==> src/hw/bl_pkg.sv <==
// constants and types shared by the boot lock and fuse configuration block
package bl_pkg;

    // register byte offsets on the bus
    localparam logic [3:0] OFS_FUSE = 4'h0;
    localparam logic [3:0] OFS_LOCK = 4'h4;
    localparam logic [3:0] OFS_STAT = 4'h8;

    // fuse high byte field positions
    localparam int FB_DEBUG  = 7;
    localparam int FB_TEST   = 6;
    localparam int FB_SERIAL = 5;
    localparam int FB_OSC    = 4;
    localparam int FB_EEKEEP = 3;
    localparam int FB_BSZ_HI = 2;
    localparam int FB_BSZ_LO = 1;
    localparam int FB_RSTVEC = 0;

    // lock register field positions
    localparam int LB_UPPER = 1;
    localparam int LB_LOWER = 0;

    // status register field positions
    localparam int SB_MODE  = 0;
    localparam int SB_BUSY  = 2;
    localparam int SB_SER   = 3;
    localparam int SB_INTOK = 4;

    // values after reset; a 0 bit means programmed
    localparam logic [7:0] FUSE_RST = 8'h99;
    localparam logic [1:0] LOCK_RST = 2'h3;

    // self-programming time from the calibrated oscillator
    localparam int CLK_NS      = 20;
    localparam int PROG_MIN_NS = 3700000;
    localparam int PROG_MAX_NS = 4500000;
    localparam int PROG_CYCLES = (PROG_MIN_NS + CLK_NS - 1) / CLK_NS;
    localparam int PROG_MAX_CY = PROG_MAX_NS / CLK_NS;

    // bus answers
    localparam logic [1:0] RESP_OKAY   = 2'h0;
    localparam logic [1:0] RESP_SLVERR = 2'h2;

    // boot lock protection modes, mode 1 first
    typedef enum logic [1:0] {BL_MODE1, BL_MODE2, BL_MODE3, BL_MODE4} bl_mode_t;

    // self-programming operations
    typedef enum logic [1:0] {SPM_ERASE, SPM_WRITE, SPM_LOCK, SPM_NONE} bl_spm_t;

endpackage

==> src/hw/bl_if.sv <==
// carrier between the top, the lock decoder and the programming timer
`timescale 1ns/1ps
interface bl_if;
    logic [1:0]     lock;
    bl_pkg::bl_mode_t mode;
    logic           spm_boot_ok;
    logic           lpm_app_ok;
    logic           int_guard;
    logic           start;
    logic           busy;
    logic           done;

    modport top (output lock, output start, input mode, input spm_boot_ok,
                 input lpm_app_ok, input int_guard, input busy, input done);
    modport dec (input lock, output mode, output spm_boot_ok, output lpm_app_ok,
                 output int_guard);
    modport tmr (input start, output busy, output done);
endinterface

==> src/hw/bl_lock_fuse.sv <==
// boot lock protection and fuse high byte with AXI4-Lite access
//
// Chosen here: the address map and the AXI4-Lite register port.
`timescale 1ns/1ps
module bl_lock_fuse #(
    parameter int PROG_CYCLES = bl_pkg::PROG_CYCLES
) (
    // clock and power-on reset
    input  wire logic        clock,
    input  wire logic        nrst,
    // AXI4-Lite slave
    input  wire logic [3:0]  s_axi_awaddr,
    input  wire logic        s_axi_awvalid,
    output logic             s_axi_awready,
    input  wire logic [31:0] s_axi_wdata,
    input  wire logic [3:0]  s_axi_wstrb,
    input  wire logic        s_axi_wvalid,
    output logic             s_axi_wready,
    output logic [1:0]       s_axi_bresp,
    output logic             s_axi_bvalid,
    input  wire logic        s_axi_bready,
    input  wire logic [3:0]  s_axi_araddr,
    input  wire logic        s_axi_arvalid,
    output logic             s_axi_arready,
    output logic [31:0]      s_axi_rdata,
    output logic [1:0]       s_axi_rresp,
    output logic             s_axi_rvalid,
    input  wire logic        s_axi_rready,
    // cpu side, same clock
    input  wire logic        core_reset,
    input  wire logic        spm_req,
    input  wire logic [1:0]  spm_kind,
    input  wire logic        spm_in_boot,
    input  wire logic [1:0]  spm_lock_data,
    input  wire logic        lpm_req,
    input  wire logic        lpm_in_boot,
    input  wire logic        pc_in_boot,
    input  wire logic        vectors_in_app,
    output logic             spm_busy,
    output logic             spm_done,
    output logic             spm_blocked,
    output logic             flash_write,
    output logic             flash_erase,
    output logic             lpm_grant,
    output logic             lpm_blocked,
    output logic             int_allow,
    // serial programming pin, asynchronous
    input  wire logic        serial_prog_pin,
    // configuration outputs
    output logic [7:0]       fuse_high_config,
    output logic             boot_lock_upper,
    output logic             boot_lock_lower,
    output logic             debug_on,
    output logic             test_port_on,
    output logic             serial_prog_on,
    output logic             oscillator_option_fuse,
    output logic             eeprom_keep,
    output logic [1:0]       boot_size,
    output logic             reset_vector_select
);
    typedef struct packed {
        logic        awready;
        logic        wready;
        logic        bvalid;
        logic [1:0]  bresp;
        logic        arready;
        logic        rvalid;
        logic [31:0] rdata;
        logic [1:0]  rresp;
        logic        aw_have;
        logic [3:0]  aw_addr;
        logic        w_have;
        logic [7:0]  w_data;
        logic        w_lane0;
        logic [7:0]  fuse;
        logic [1:0]  lock;
        logic [2:0]  ser_sync;
        logic        ser_mode;
        logic [1:0]  spm_op;
        logic [1:0]  lock_data;
        logic        spm_done;
        logic        spm_blocked;
        logic        flash_write;
        logic        flash_erase;
        logic        lpm_grant;
        logic        lpm_blocked;
        logic        int_allow;
        logic        dbg_on;
        logic        test_on;
        logic        ser_on;
        logic        ee_keep;
    } bl_state_t;

    bl_state_t s_r;
    bl_state_t s_nxt;
    bl_if      bus ();

    // known register offset, shared by write and read paths
    function automatic logic bl_known(input logic [3:0] a);
        return (a == bl_pkg::OFS_FUSE) || (a == bl_pkg::OFS_LOCK) ||
               (a == bl_pkg::OFS_STAT);
    endfunction

    bl_lock_decode u_dec (
        .bus (bus.dec)
    );

    bl_prog_timer #(
        .CYCLES (PROG_CYCLES)
    ) u_tmr (
        .clock (clock),
        .nrst  (nrst),
        .bus   (bus.tmr)
    );

    assign bus.lock = s_r.lock;

    // a new operation starts only when idle and not refused
    assign bus.start = spm_req && !core_reset && !bus.busy &&
                       (!spm_in_boot || bus.spm_boot_ok);

    always_comb begin
        s_nxt             = s_r;
        s_nxt.spm_done    = bus.done;
        s_nxt.spm_blocked = 1'b0;
        s_nxt.lpm_grant   = 1'b0;
        s_nxt.lpm_blocked = 1'b0;

        // pin sync: stage 0 feeds stage 1 only, change taken once 1 and 2 agree
        s_nxt.ser_sync = {s_r.ser_sync[1:0], serial_prog_pin};
        if (s_r.ser_sync[1] == s_r.ser_sync[2]) begin
            s_nxt.ser_mode = s_r.ser_sync[2];
        end

        // bus write: address and data taken in either order
        if (s_axi_awvalid && s_r.awready) begin
            s_nxt.aw_have = 1'b1;
            s_nxt.aw_addr = s_axi_awaddr;
        end
        if (s_axi_wvalid && s_r.wready) begin
            s_nxt.w_have  = 1'b1;
            s_nxt.w_data  = s_axi_wdata[7:0];
            s_nxt.w_lane0 = s_axi_wstrb[0];
        end
        if (s_r.bvalid && s_axi_bready) begin
            s_nxt.bvalid = 1'b0;
        end
        if (s_r.aw_have && s_r.w_have && !s_r.bvalid) begin
            s_nxt.aw_have = 1'b0;
            s_nxt.w_have  = 1'b0;
            s_nxt.bvalid  = 1'b1;
            s_nxt.bresp   = bl_known(s_r.aw_addr) ? bl_pkg::RESP_OKAY : bl_pkg::RESP_SLVERR;
            if (s_r.w_lane0) begin
                case (s_r.aw_addr)
                    bl_pkg::OFS_FUSE: begin
                        s_nxt.fuse = s_r.w_data;
                        // serial enable frozen while the serial port programs
                        if (s_r.ser_mode) begin
                            s_nxt.fuse[bl_pkg::FB_SERIAL] = s_r.fuse[bl_pkg::FB_SERIAL];
                        end
                    end
                    bl_pkg::OFS_LOCK: begin
                        s_nxt.lock = s_r.w_data[1:0];
                    end
                    default: begin
                    end
                endcase
            end
        end
        s_nxt.awready = !s_nxt.aw_have && !s_nxt.bvalid;
        s_nxt.wready  = !s_nxt.w_have && !s_nxt.bvalid;

        // bus read: one cycle to the answer, raw bits so 0 means programmed
        if (s_r.rvalid && s_axi_rready) begin
            s_nxt.rvalid = 1'b0;
        end
        if (s_axi_arvalid && s_r.arready) begin
            s_nxt.rvalid = 1'b1;
            s_nxt.rresp  = bl_known(s_axi_araddr) ? bl_pkg::RESP_OKAY : bl_pkg::RESP_SLVERR;
            s_nxt.rdata  = 32'h0;
            case (s_axi_araddr)
                bl_pkg::OFS_FUSE: s_nxt.rdata[7:0] = s_r.fuse;
                bl_pkg::OFS_LOCK: s_nxt.rdata[1:0] = s_r.lock;
                bl_pkg::OFS_STAT: begin
                    s_nxt.rdata[bl_pkg::SB_MODE +: 2] = bus.mode;
                    s_nxt.rdata[bl_pkg::SB_BUSY]      = bus.busy;
                    s_nxt.rdata[bl_pkg::SB_SER]       = s_r.ser_mode;
                    s_nxt.rdata[bl_pkg::SB_INTOK]     = s_r.int_allow;
                end
                default: begin
                end
            endcase
        end
        s_nxt.arready = !s_nxt.rvalid;

        // refused writes touch nothing: no strobe, no lock change
        if (spm_req && !core_reset && !bus.busy && !bus.start) begin
            s_nxt.spm_blocked = 1'b1;
        end
        if (bus.start) begin
            s_nxt.spm_op      = spm_kind;
            s_nxt.lock_data   = spm_lock_data;
            s_nxt.flash_write = (spm_kind == bl_pkg::SPM_WRITE);
            s_nxt.flash_erase = (spm_kind == bl_pkg::SPM_ERASE);
        end
        // strobes end with the timer, whatever the core reset does
        if (bus.done) begin
            s_nxt.flash_write = 1'b0;
            s_nxt.flash_erase = 1'b0;
            s_nxt.spm_op      = bl_pkg::SPM_NONE;
            // self-programmed lock write can only program bits
            if (s_r.spm_op == bl_pkg::SPM_LOCK) begin
                s_nxt.lock = s_nxt.lock & s_r.lock_data;
            end
        end

        // table read of boot from application code may be refused
        if (lpm_req && !core_reset) begin
            if (lpm_in_boot && !pc_in_boot && !bus.lpm_app_ok) begin
                s_nxt.lpm_blocked = 1'b1;
            end else begin
                s_nxt.lpm_grant = 1'b1;
            end
        end

        // interrupts held in modes 3 and 4 while inside boot with vectors in application
        s_nxt.int_allow = !(bus.int_guard && vectors_in_app && pc_in_boot);

        // decoded fuse enables, a 0 bit means the feature is on
        s_nxt.dbg_on  = !s_r.fuse[bl_pkg::FB_DEBUG];
        s_nxt.test_on = !s_r.fuse[bl_pkg::FB_TEST];
        s_nxt.ser_on  = !s_r.fuse[bl_pkg::FB_SERIAL];
        s_nxt.ee_keep = !s_r.fuse[bl_pkg::FB_EEKEEP];
    end

    // reset values follow the shipped fuse and lock settings
    always_ff @(posedge clock or negedge nrst) begin
        if (!nrst) begin
            s_r           <= '0;
            s_r.awready   <= 1'b1;
            s_r.wready    <= 1'b1;
            s_r.arready   <= 1'b1;
            s_r.fuse      <= bl_pkg::FUSE_RST;
            s_r.lock      <= bl_pkg::LOCK_RST;
            s_r.spm_op    <= bl_pkg::SPM_NONE;
            s_r.int_allow <= 1'b1;
            s_r.dbg_on    <= !bl_pkg::FUSE_RST[bl_pkg::FB_DEBUG];
            s_r.test_on   <= !bl_pkg::FUSE_RST[bl_pkg::FB_TEST];
            s_r.ser_on    <= !bl_pkg::FUSE_RST[bl_pkg::FB_SERIAL];
            s_r.ee_keep   <= !bl_pkg::FUSE_RST[bl_pkg::FB_EEKEEP];
        end else begin
            s_r <= s_nxt;
        end
    end

    // outputs straight from flops
    assign s_axi_awready          = s_r.awready;
    assign s_axi_wready           = s_r.wready;
    assign s_axi_bvalid           = s_r.bvalid;
    assign s_axi_bresp            = s_r.bresp;
    assign s_axi_arready          = s_r.arready;
    assign s_axi_rvalid           = s_r.rvalid;
    assign s_axi_rdata            = s_r.rdata;
    assign s_axi_rresp            = s_r.rresp;
    assign spm_busy               = bus.busy;
    assign spm_done               = s_r.spm_done;
    assign spm_blocked            = s_r.spm_blocked;
    assign flash_write            = s_r.flash_write;
    assign flash_erase            = s_r.flash_erase;
    assign lpm_grant              = s_r.lpm_grant;
    assign lpm_blocked            = s_r.lpm_blocked;
    assign int_allow              = s_r.int_allow;
    assign fuse_high_config       = s_r.fuse;
    assign boot_lock_upper        = s_r.lock[bl_pkg::LB_UPPER];
    assign boot_lock_lower        = s_r.lock[bl_pkg::LB_LOWER];
    assign debug_on               = s_r.dbg_on;
    assign test_port_on           = s_r.test_on;
    assign serial_prog_on         = s_r.ser_on;
    assign oscillator_option_fuse = s_r.fuse[bl_pkg::FB_OSC];
    assign eeprom_keep            = s_r.ee_keep;
    assign boot_size              = s_r.fuse[bl_pkg::FB_BSZ_HI:bl_pkg::FB_BSZ_LO];
    assign reset_vector_select    = s_r.fuse[bl_pkg::FB_RSTVEC];

    logic spm_try;
    assign spm_try = spm_req && !core_reset && !bus.busy;
endmodule // bl_lock_fuse

==> src/hw/bl_lock_decode.sv <==
// decode of the two boot lock bits into protection permissions
`timescale 1ns/1ps
module bl_lock_decode (
    // lock bits in, permissions out
    bl_if.dec bus
);
    // upper and lower bit, 1 = unprogrammed
    always_comb begin
        case (bus.lock)
            2'h3:    bus.mode = bl_pkg::BL_MODE1;
            2'h2:    bus.mode = bl_pkg::BL_MODE2;
            2'h0:    bus.mode = bl_pkg::BL_MODE3;
            default: bus.mode = bl_pkg::BL_MODE4;
        endcase
    end

    // writes into boot allowed in modes 1 and 4 only
    assign bus.spm_boot_ok = (bus.mode == bl_pkg::BL_MODE1) ||
                             (bus.mode == bl_pkg::BL_MODE4);
    // reads of boot from application code allowed in modes 1 and 2
    assign bus.lpm_app_ok  = (bus.mode == bl_pkg::BL_MODE1) ||
                             (bus.mode == bl_pkg::BL_MODE2);
    // modes 3 and 4 guard interrupts while running in boot
    assign bus.int_guard   = (bus.mode == bl_pkg::BL_MODE3) ||
                             (bus.mode == bl_pkg::BL_MODE4);
endmodule // bl_lock_decode

==> src/hw/bl_prog_timer.sv <==
// fixed-length timer for self-programmed erase, write and lock writes
`timescale 1ns/1ps
module bl_prog_timer #(
    parameter int CYCLES = bl_pkg::PROG_CYCLES
) (
    // clock and power-on reset only
    input  wire logic clock,
    input  wire logic nrst,
    // start in, busy and done out
    bl_if.tmr         bus
);
    localparam int CW = $clog2(CYCLES + 1);

    typedef struct packed {
        logic [CW-1:0] count;
        logic          busy;
        logic          done;
    } bl_tmr_t;

    bl_tmr_t s_r;
    bl_tmr_t s_nxt;
    logic [CW-1:0] len_r;

    // core reset is not wired in, so a running write always completes
    always_comb begin
        s_nxt      = s_r;
        s_nxt.done = 1'b0;
        if (s_r.busy) begin
            if (s_r.count == '0) begin
                s_nxt.busy = 1'b0;
                s_nxt.done = 1'b1;
            end else begin
                s_nxt.count = s_r.count - CW'(1);
            end
        end else if (bus.start) begin
            s_nxt.busy  = 1'b1;
            s_nxt.count = CW'(CYCLES - 1);
        end
    end

    always_ff @(posedge clock or negedge nrst) begin
        if (!nrst) begin
            s_r <= '0;
        end else begin
            s_r <= s_nxt;
        end
    end

    assign bus.busy = s_r.busy;
    assign bus.done = s_r.done;

    // helper: length of the current busy stretch
    always_ff @(posedge clock or negedge nrst) begin
        if (!nrst) begin
            len_r <= '0;
        end else begin
            len_r <= s_r.busy ? len_r + CW'(1) : '0;
        end
    end
endmodule // bl_prog_timer

==> config.mk <==
export PLATFORM = sky130hd
export DESIGN_NAME = bl_lock_fuse
export DESIGN_NICKNAME = d
export VERILOG_FILES = /design/src/hw/bl_pkg.sv /design/src/hw/bl_if.sv /design/src/hw/bl_lock_fuse.sv /design/src/hw/bl_lock_decode.sv /design/src/hw/bl_prog_timer.sv
export SDC_FILE = /design/constraint.sdc
export NUM_CORES = 1
export LEC_CHECK = 0
export BUFFER_PORTS_ARGS = -buffer_cell sky130_fd_sc_hd__clkbuf_2
export CORE_UTILIZATION = 47
export CTS_BUF_LIST = sky130_fd_sc_hd__clkbuf_8
export DETAILED_ROUTE_END_ITERATION = 8
export PLACE_DENSITY = 0.88
export SLEW_MARGIN = 20
export SYNTH_ARGS = -nofsm -noshare
export SYNTH_HDL_FRONTEND = slang
export SYNTH_SLANG_ARGS = --single-unit
==> constraint.sdc <==
create_clock -name clock -period 2 [get_ports clock]
set_input_delay 0.4 -clock clock [delete_from_list [all_inputs] [get_ports clock]]
set_output_delay 0.4 -clock clock [all_outputs]
set_load 0.02 [all_outputs]
### Yosys cells after proc, flatten, opt, wreduce, memory -nomap -nowiden

Index checks and enable logic that the tools add are counted.

| operators by class | value |
|---|---|
| bitwise gates (word level) | 2 |
| equal/unequal tests | 13 |
| muxes and demuxes | 32 |
| reduce and logical (&&, ||, !) cells | 53 |
| add/sub/neg operators | 1 |

Operators with widths:

| operator | number |
|---|---|
| two-way mux 19 bit | 2 |
| two-way mux 35 bit | 1 |
| two-way mux 2 bit | 12 |
| logical AND 1 bit | 18 |
| logical NOT 18 bit | 1 |
| two-way mux 18 bit | 1 |
| subtractor 18 x 1 -> 18 bit, second input constant | 1 |
| logical NOT 1 bit | 16 |
| case mux 2 bit (3 select lines) | 2 |
| equality test 2 bit, second input constant | 5 |
| two-way mux 10 bit | 1 |
| equality test 4 x 3 -> 1 bit, second input constant | 2 |
| equality test 4 bit, second input constant | 2 |
| logical NOT 4 bit | 2 |
| logical OR 1 bit | 8 |
| two-way mux 1 bit | 8 |
| logical NOT 2 bit | 3 |
| two-way mux 3 bit | 2 |
| case mux 3 bit (2 select lines) | 1 |
| two-way mux 5 bit | 1 |
| equality test 2 x 1 -> 1 bit, second input constant | 2 |
| two-way mux 4 bit | 1 |
| AND reduction 4 bit | 1 |
| nonzero test 2 bit | 2 |
| other kinds (6) | 6 |

| storage, ports and cells | value |
|---|---|
| word-level logic and storage cells | 135 |
| bits in registers | 81 |
| output and inout bits | 67 |
| input bits | 63 |

### Longest topological paths before layout

| depth | value |
|---|---|
| depth after elaboration | 9 |
| depth in mapped cells | 8 |

### Modules after synthesis

From an unflattened synthesis, not the netlist that was laid out.

| second synthesis, totals | value |
|---|---|
| cells, all modules | 360 |
| area, all modules | 3,961.3 um^2 |

Modules (own cells, without submodules):

| module | cells an instance | times used | seq. area each (um^2) | area each (um^2) |
|---|---|---|---|---|
| bl_lock_fuse | 219 | 1 | 1,493.9 | 2,688.8 |
| bl_prog_timer | 132 | 1 | 500.5 | 1,203.7 |
| bl_lock_decode | 9 | 1 | 0.0 | 68.8 |

### Worst setup path before layout

Ideal clock, no wire load.

| path | value |
|---|---|
| path kind | flip-flop to flip-flop |
| start point | register, netlist name bus.lock[1] |
| end point | register s_r (netlist bit flash_write) |
| arrival time | 1.991 ns |
| setup slack | -0.069 ns |
| data required time | 1.923 ns |
| stages on the path, launching flop included | 9 |
| path buffers | 1 |
| cell sequence | dfstp_2 inv_1 ha_1 or3_1 nand3_1 and2_1 clkbuf_1 nand3b_1 a21oi_1 |

| on the way | value |
|---|---|
| longest elaborated chain between the ends | 7 |
| elaborated cells on any way between the ends | 10 |
| those cells by class | 3 x eq/ne; 1 x mux; 6 x reduce/logical |

RTL lines:

| what | RTL line | RTL |
|---|---|---|
| equality test 2 bit / logical NOT 2 bit (equally long branches) | bl_lock_decode.sv:9 | `case (bus.lock)` |
| case mux 2 bit (3 select lines) * | bl_lock_decode.sv:9 |  |
| equality test 2 bit / logical NOT 2 bit (equally long branches) | bl_lock_decode.sv:19, bl_lock_decode.sv:18 |  |
| logical OR 1 bit * | bl_lock_decode.sv:18 | `assign bus.spm_boot_ok = (bus.mode == bl_pkg::BL_MODE1) \|\|` |
| logical OR 1 bit * | bl_lock_fuse.sv:120 | `(!spm_in_boot \|\| bus.spm_boot_ok);` |
| logical AND 1 bit * | bl_lock_fuse.sv:119 | `assign bus.start = spm_req && !core_reset && !bus.busy &&` |
| nonzero test 2 bit (no line) * | - |  |
| end signal: assignment | bl_lock_fuse.sv:252 | `s_r <= s_nxt;` |
| end: declaration | bl_lock_fuse.sv:94 | `bl_state_t s_r;` |

Every way passes the cells marked *; elsewhere a longest branch is shown, timed or not.
A chain may end at the register's enable or synchronous reset.

### Worst setup path after layout

| path | value |
|---|---|
| start point | register u_tmr.s_r[13] (netlist bit) |
| end point | register u_tmr.s_r[19] (netlist bit) |

| on the way | value |
|---|---|
| longest elaborated chain between the ends | 3 |
| elaborated cells on any way between the ends | 6 |
| those cells by class | 1 x add/sub; 1 x eq/ne; 2 x mux; 2 x reduce/logical |

RTL lines:

| what | RTL line | RTL |
|---|---|---|
| start: declaration | bl_prog_timer.sv:20 | `bl_tmr_t s_r;` |
| start signal: assignment | bl_prog_timer.sv:45 | `s_r <= s_nxt;` |
| subtractor 18 x 1 -> 18 bit / logical NOT 18 bit (equally long branches) | bl_prog_timer.sv:33, bl_prog_timer.sv:29 |  |
| two-way mux 18 bit / inequality test 2 bit (equally long branches) | - |  |
| two-way mux 19 bit / AND reduction 2 bit (equally long branches) | - |  |

Parallel ways exist; a longest one is shown, timed or not. The select of a mux whose other input is x is not followed.

==> results by group <==
Yosys
  • Async SR Flop Fraction: 100%
  • Post-synth EDFFs: 0
  • Main synth FF type: dfrtp_1
  • YS warnings: 0
  • Mean Syn Cell Area: 10.8 um^2
  • Area leader, netlist: dfrtp_1
  • Commonest cells in the synthesized netlist: 65 x dfrtp_1, 47 x nand2_1, 46 x buf_4
  • Top-count cell post-synth: dfrtp_1
  • Cell count after synthesis: 342
  • Count of cell types in the netlist: 47
  • Ranking of synthesized cells by area: dfrtp_1 44%, dfstp_2 10%, buf_4 9.4%, mux2_2 5.5%, nand2_1 4.8%
  • Share of the synthesized area in the top cell type: 44.1%
  • Part of the Yosys area used for sequential elements: 54.1%
  • Synth Cell Area: 3680 um^2
  • Post-synthesis register bit count: 79

Die
  • Num rows: 31
  • Core Region: 7410 um^2
  • Die Width: 90.5 um
  • Starting density of the core: 49.7%
  • Die area: 8200 um^2
  • Die height: 90.5 um
  • Top Ports: 130

Placed design
  • Detailed placer's ending HPWL: 5.25 mm
  • GPL Wtd Cong: 0.818
  • Port buffer count: 76
  • Place WS: -0.0739 ns

Detailed routing
  • Via Count: 2704
  • DRT Wirelength: 7.35 mm
  • DRC viols: 0
  • Vias per inst: 5.08
  • Starting DRT DRC Count: 88
  • Final ANT Viol Nets: 0
  • Initial DRT Pass Iterations: 4
  • Wire length per cell: 13.8 um

Timing
  • Setup TNS: 0 ns
  • Final hold violations: 0
  • Slew headroom: 60.4%
  • Fin crit period: 1.97 ns
  • Worst Setup Slack, final: 0.0312 ns
  • Slew @ Worst Pin: 0.590 ns
  • Final worst-path cycle share: 98.4%
  • Endpoints failing setup: 0
  • Layout Skew: 0.0109 ns
  • Slew Viols, Final: 0
  • Fmax: 508 MHz

Min path
  • Min-Delay Path Class: input port to async pin

Critical path
  • Arrival @ worst endpoint: 2.25 ns
  • Critical path fanouts, max: 4
  • Worst R2R Setup Slack: 0.03 ns
  • Endpoint class of the critical path: register
  • CP Launch Type: register
  • Kind of critical path: register to register
  • Worst Path Required: 2.29 ns

Clock network
  • Htree depth: 3
  • Root Driver: clkbuf_8
  • CTS Hold Bufs: 0
  • CTS tree: yes
  • Register clock-pin slew on the reported worst setup and hold paths: 0.08 ns
  • Clock sink total: 79
  • Cts bufs inserted: 9
  • Later-pin clock latency in the skew report: 0.35 ns
  • Clk buf depth: 2

Layout
  • Layout cells sized above 1: 40.4%
  • Layout area overhead: 19.8%
  • FF+latch area: 1990 um^2
  • # diodes: 0
  • Fill count: 617
  • Nets: 494
  • Multi-input logic area: 1460 um^2

Global route
  • Overall global routing resource usage: 18.1%
  • Initial antenna violation count: 0
  • Number of global-route vias before repair: 2616
  • Gr ovfl total: 0
  • First-pass GRT wire length: 11.9 mm
  • Largest net degree at the start of global routing: 43

Power and ir drop
  • VDD IR max: 515 uV
  • Pwr Density: 1140 nW/um^2
  • Total power draw: 0.00503 W
  • Leakage power total: 2.04 nW

Flow run
  • Max-cap viol count: 0

Outcome
  • Status: complete, no violations
## per-stage QoR
step | utilization (%) | area [um^2] | hold WS [ns] | cells
6_report | 59.6 | 4410 | 0.0347 | 532
3_5_place_dp | 55.3 | 4100 | 0.352 | 510
3_3_place_gp | 55.3 | 4100 | 0.336 | 510
2_1_floorplan | - | 3780 | 0.104 | 367
4_1_cts | 58.7 | 4350 | 0.0392 | 529
5_1_grt | 59.6 | 4410 | 0.0615 | 532
## cells in the final DEF, fill, tap and decap left out, types with 3 or more instances in the layout
cell type	count
or2_2	3
a21oi_1	4
nand3_1	7
o21ai_0	15
clkbuf_8	10
or3_4	3
nor2b_1	6
buf_4	25
a211oi_1	3
nand3b_1	4
inv_1	10
dfstp_2	14
xor2_1	5
conb_1	26
nor3b_1	3
mux2i_1	7
nor2_1	21
nor4_1	4
mux2_2	18
dfrtp_1	65
nor3_1	5
nand2_1	46
o31ai_1	4
clkbuf_2	75
## routing by layer
layer	part of all wire (%)	up-vias	global-route usage (%)
met1	42	1342	22.8
met3	4.6	5	3.79
met4	0.52	0	4.97
met5	0	-	0
met2	53	81	31.6
li1	-	1276	-
## state kept, by name (all words and copies together), names as in the netlist, 2 cells and up
register	cells
fuse_high_config	8
s_axi_rdata	8
bus.lock	2
u_tmr.s_r	18
s_nxt	2
s_r	21
## area by class of cell
type,instances,share of cell area [%]
Inverter,11,0.936
Tap cell,99,2.81
Clock inverter,6,0.992
Timing Repair Buffer,103,13.9
Clock buffer,10,3.12
Multi-Input combinational cell,224,33.0
Sequential cell,79,45.2
## power breakdown
part           leakage [nW]  switching, W  total, W  internal, W
logic                  1.02      0.000896   0.00162     0.000726
clock network        0.0926      0.000587   0.00108     0.000489
registers             0.924      0.000293   0.00234      0.00204
## logic make-up (layout without fill, tap and decap cells)
logic type	after synthesis	count (layout)	synth area share, %
multiplexers	25	25	7.40
adder cells (fa/ha/maj)	4	4	1.29
AND/OR/NAND/NOR	123	123	16.9
other	1	26	0.102
flip-flops	79	79	54.1
AO/OA/AOI/OAI	40	40	7.54
buffers and inverters	64	130	11.2
XOR/XNOR	6	6	1.43
## critical path, stage by stage, from the launching register on
cell	delay (ns)
dfrtp_1	0.39
or4_4	0.56
or3_4	0.39
or4_4	0.50
nand3_2	0.07
## final timing paths
kind,to,cells past startpoint,start
max reg2reg,u_tmr.s_r[19],4,u_tmr.s_r[13]
min reg2reg,s_nxt[18],0,s_nxt[17]
min in group clock,s_nxt[17],1,serial_prog_pin
max,u_tmr.s_r[19],4,u_tmr.s_r[13]
min,s_r[39],1,nrst
max in group asynchronous,fuse_high_config[0],2,nrst
## timing repair
| action | 4_1_cts | 5_1_grt |
|---|---|---|
| resized for setup | 12 | 8 |
| setup buffers | 3 | 3 |
| pin swaps | 4 | 6 |
| endpoints found under the setup margin | 13 | 7 |
No activity file was read; power rests on OpenSTA's default activity.
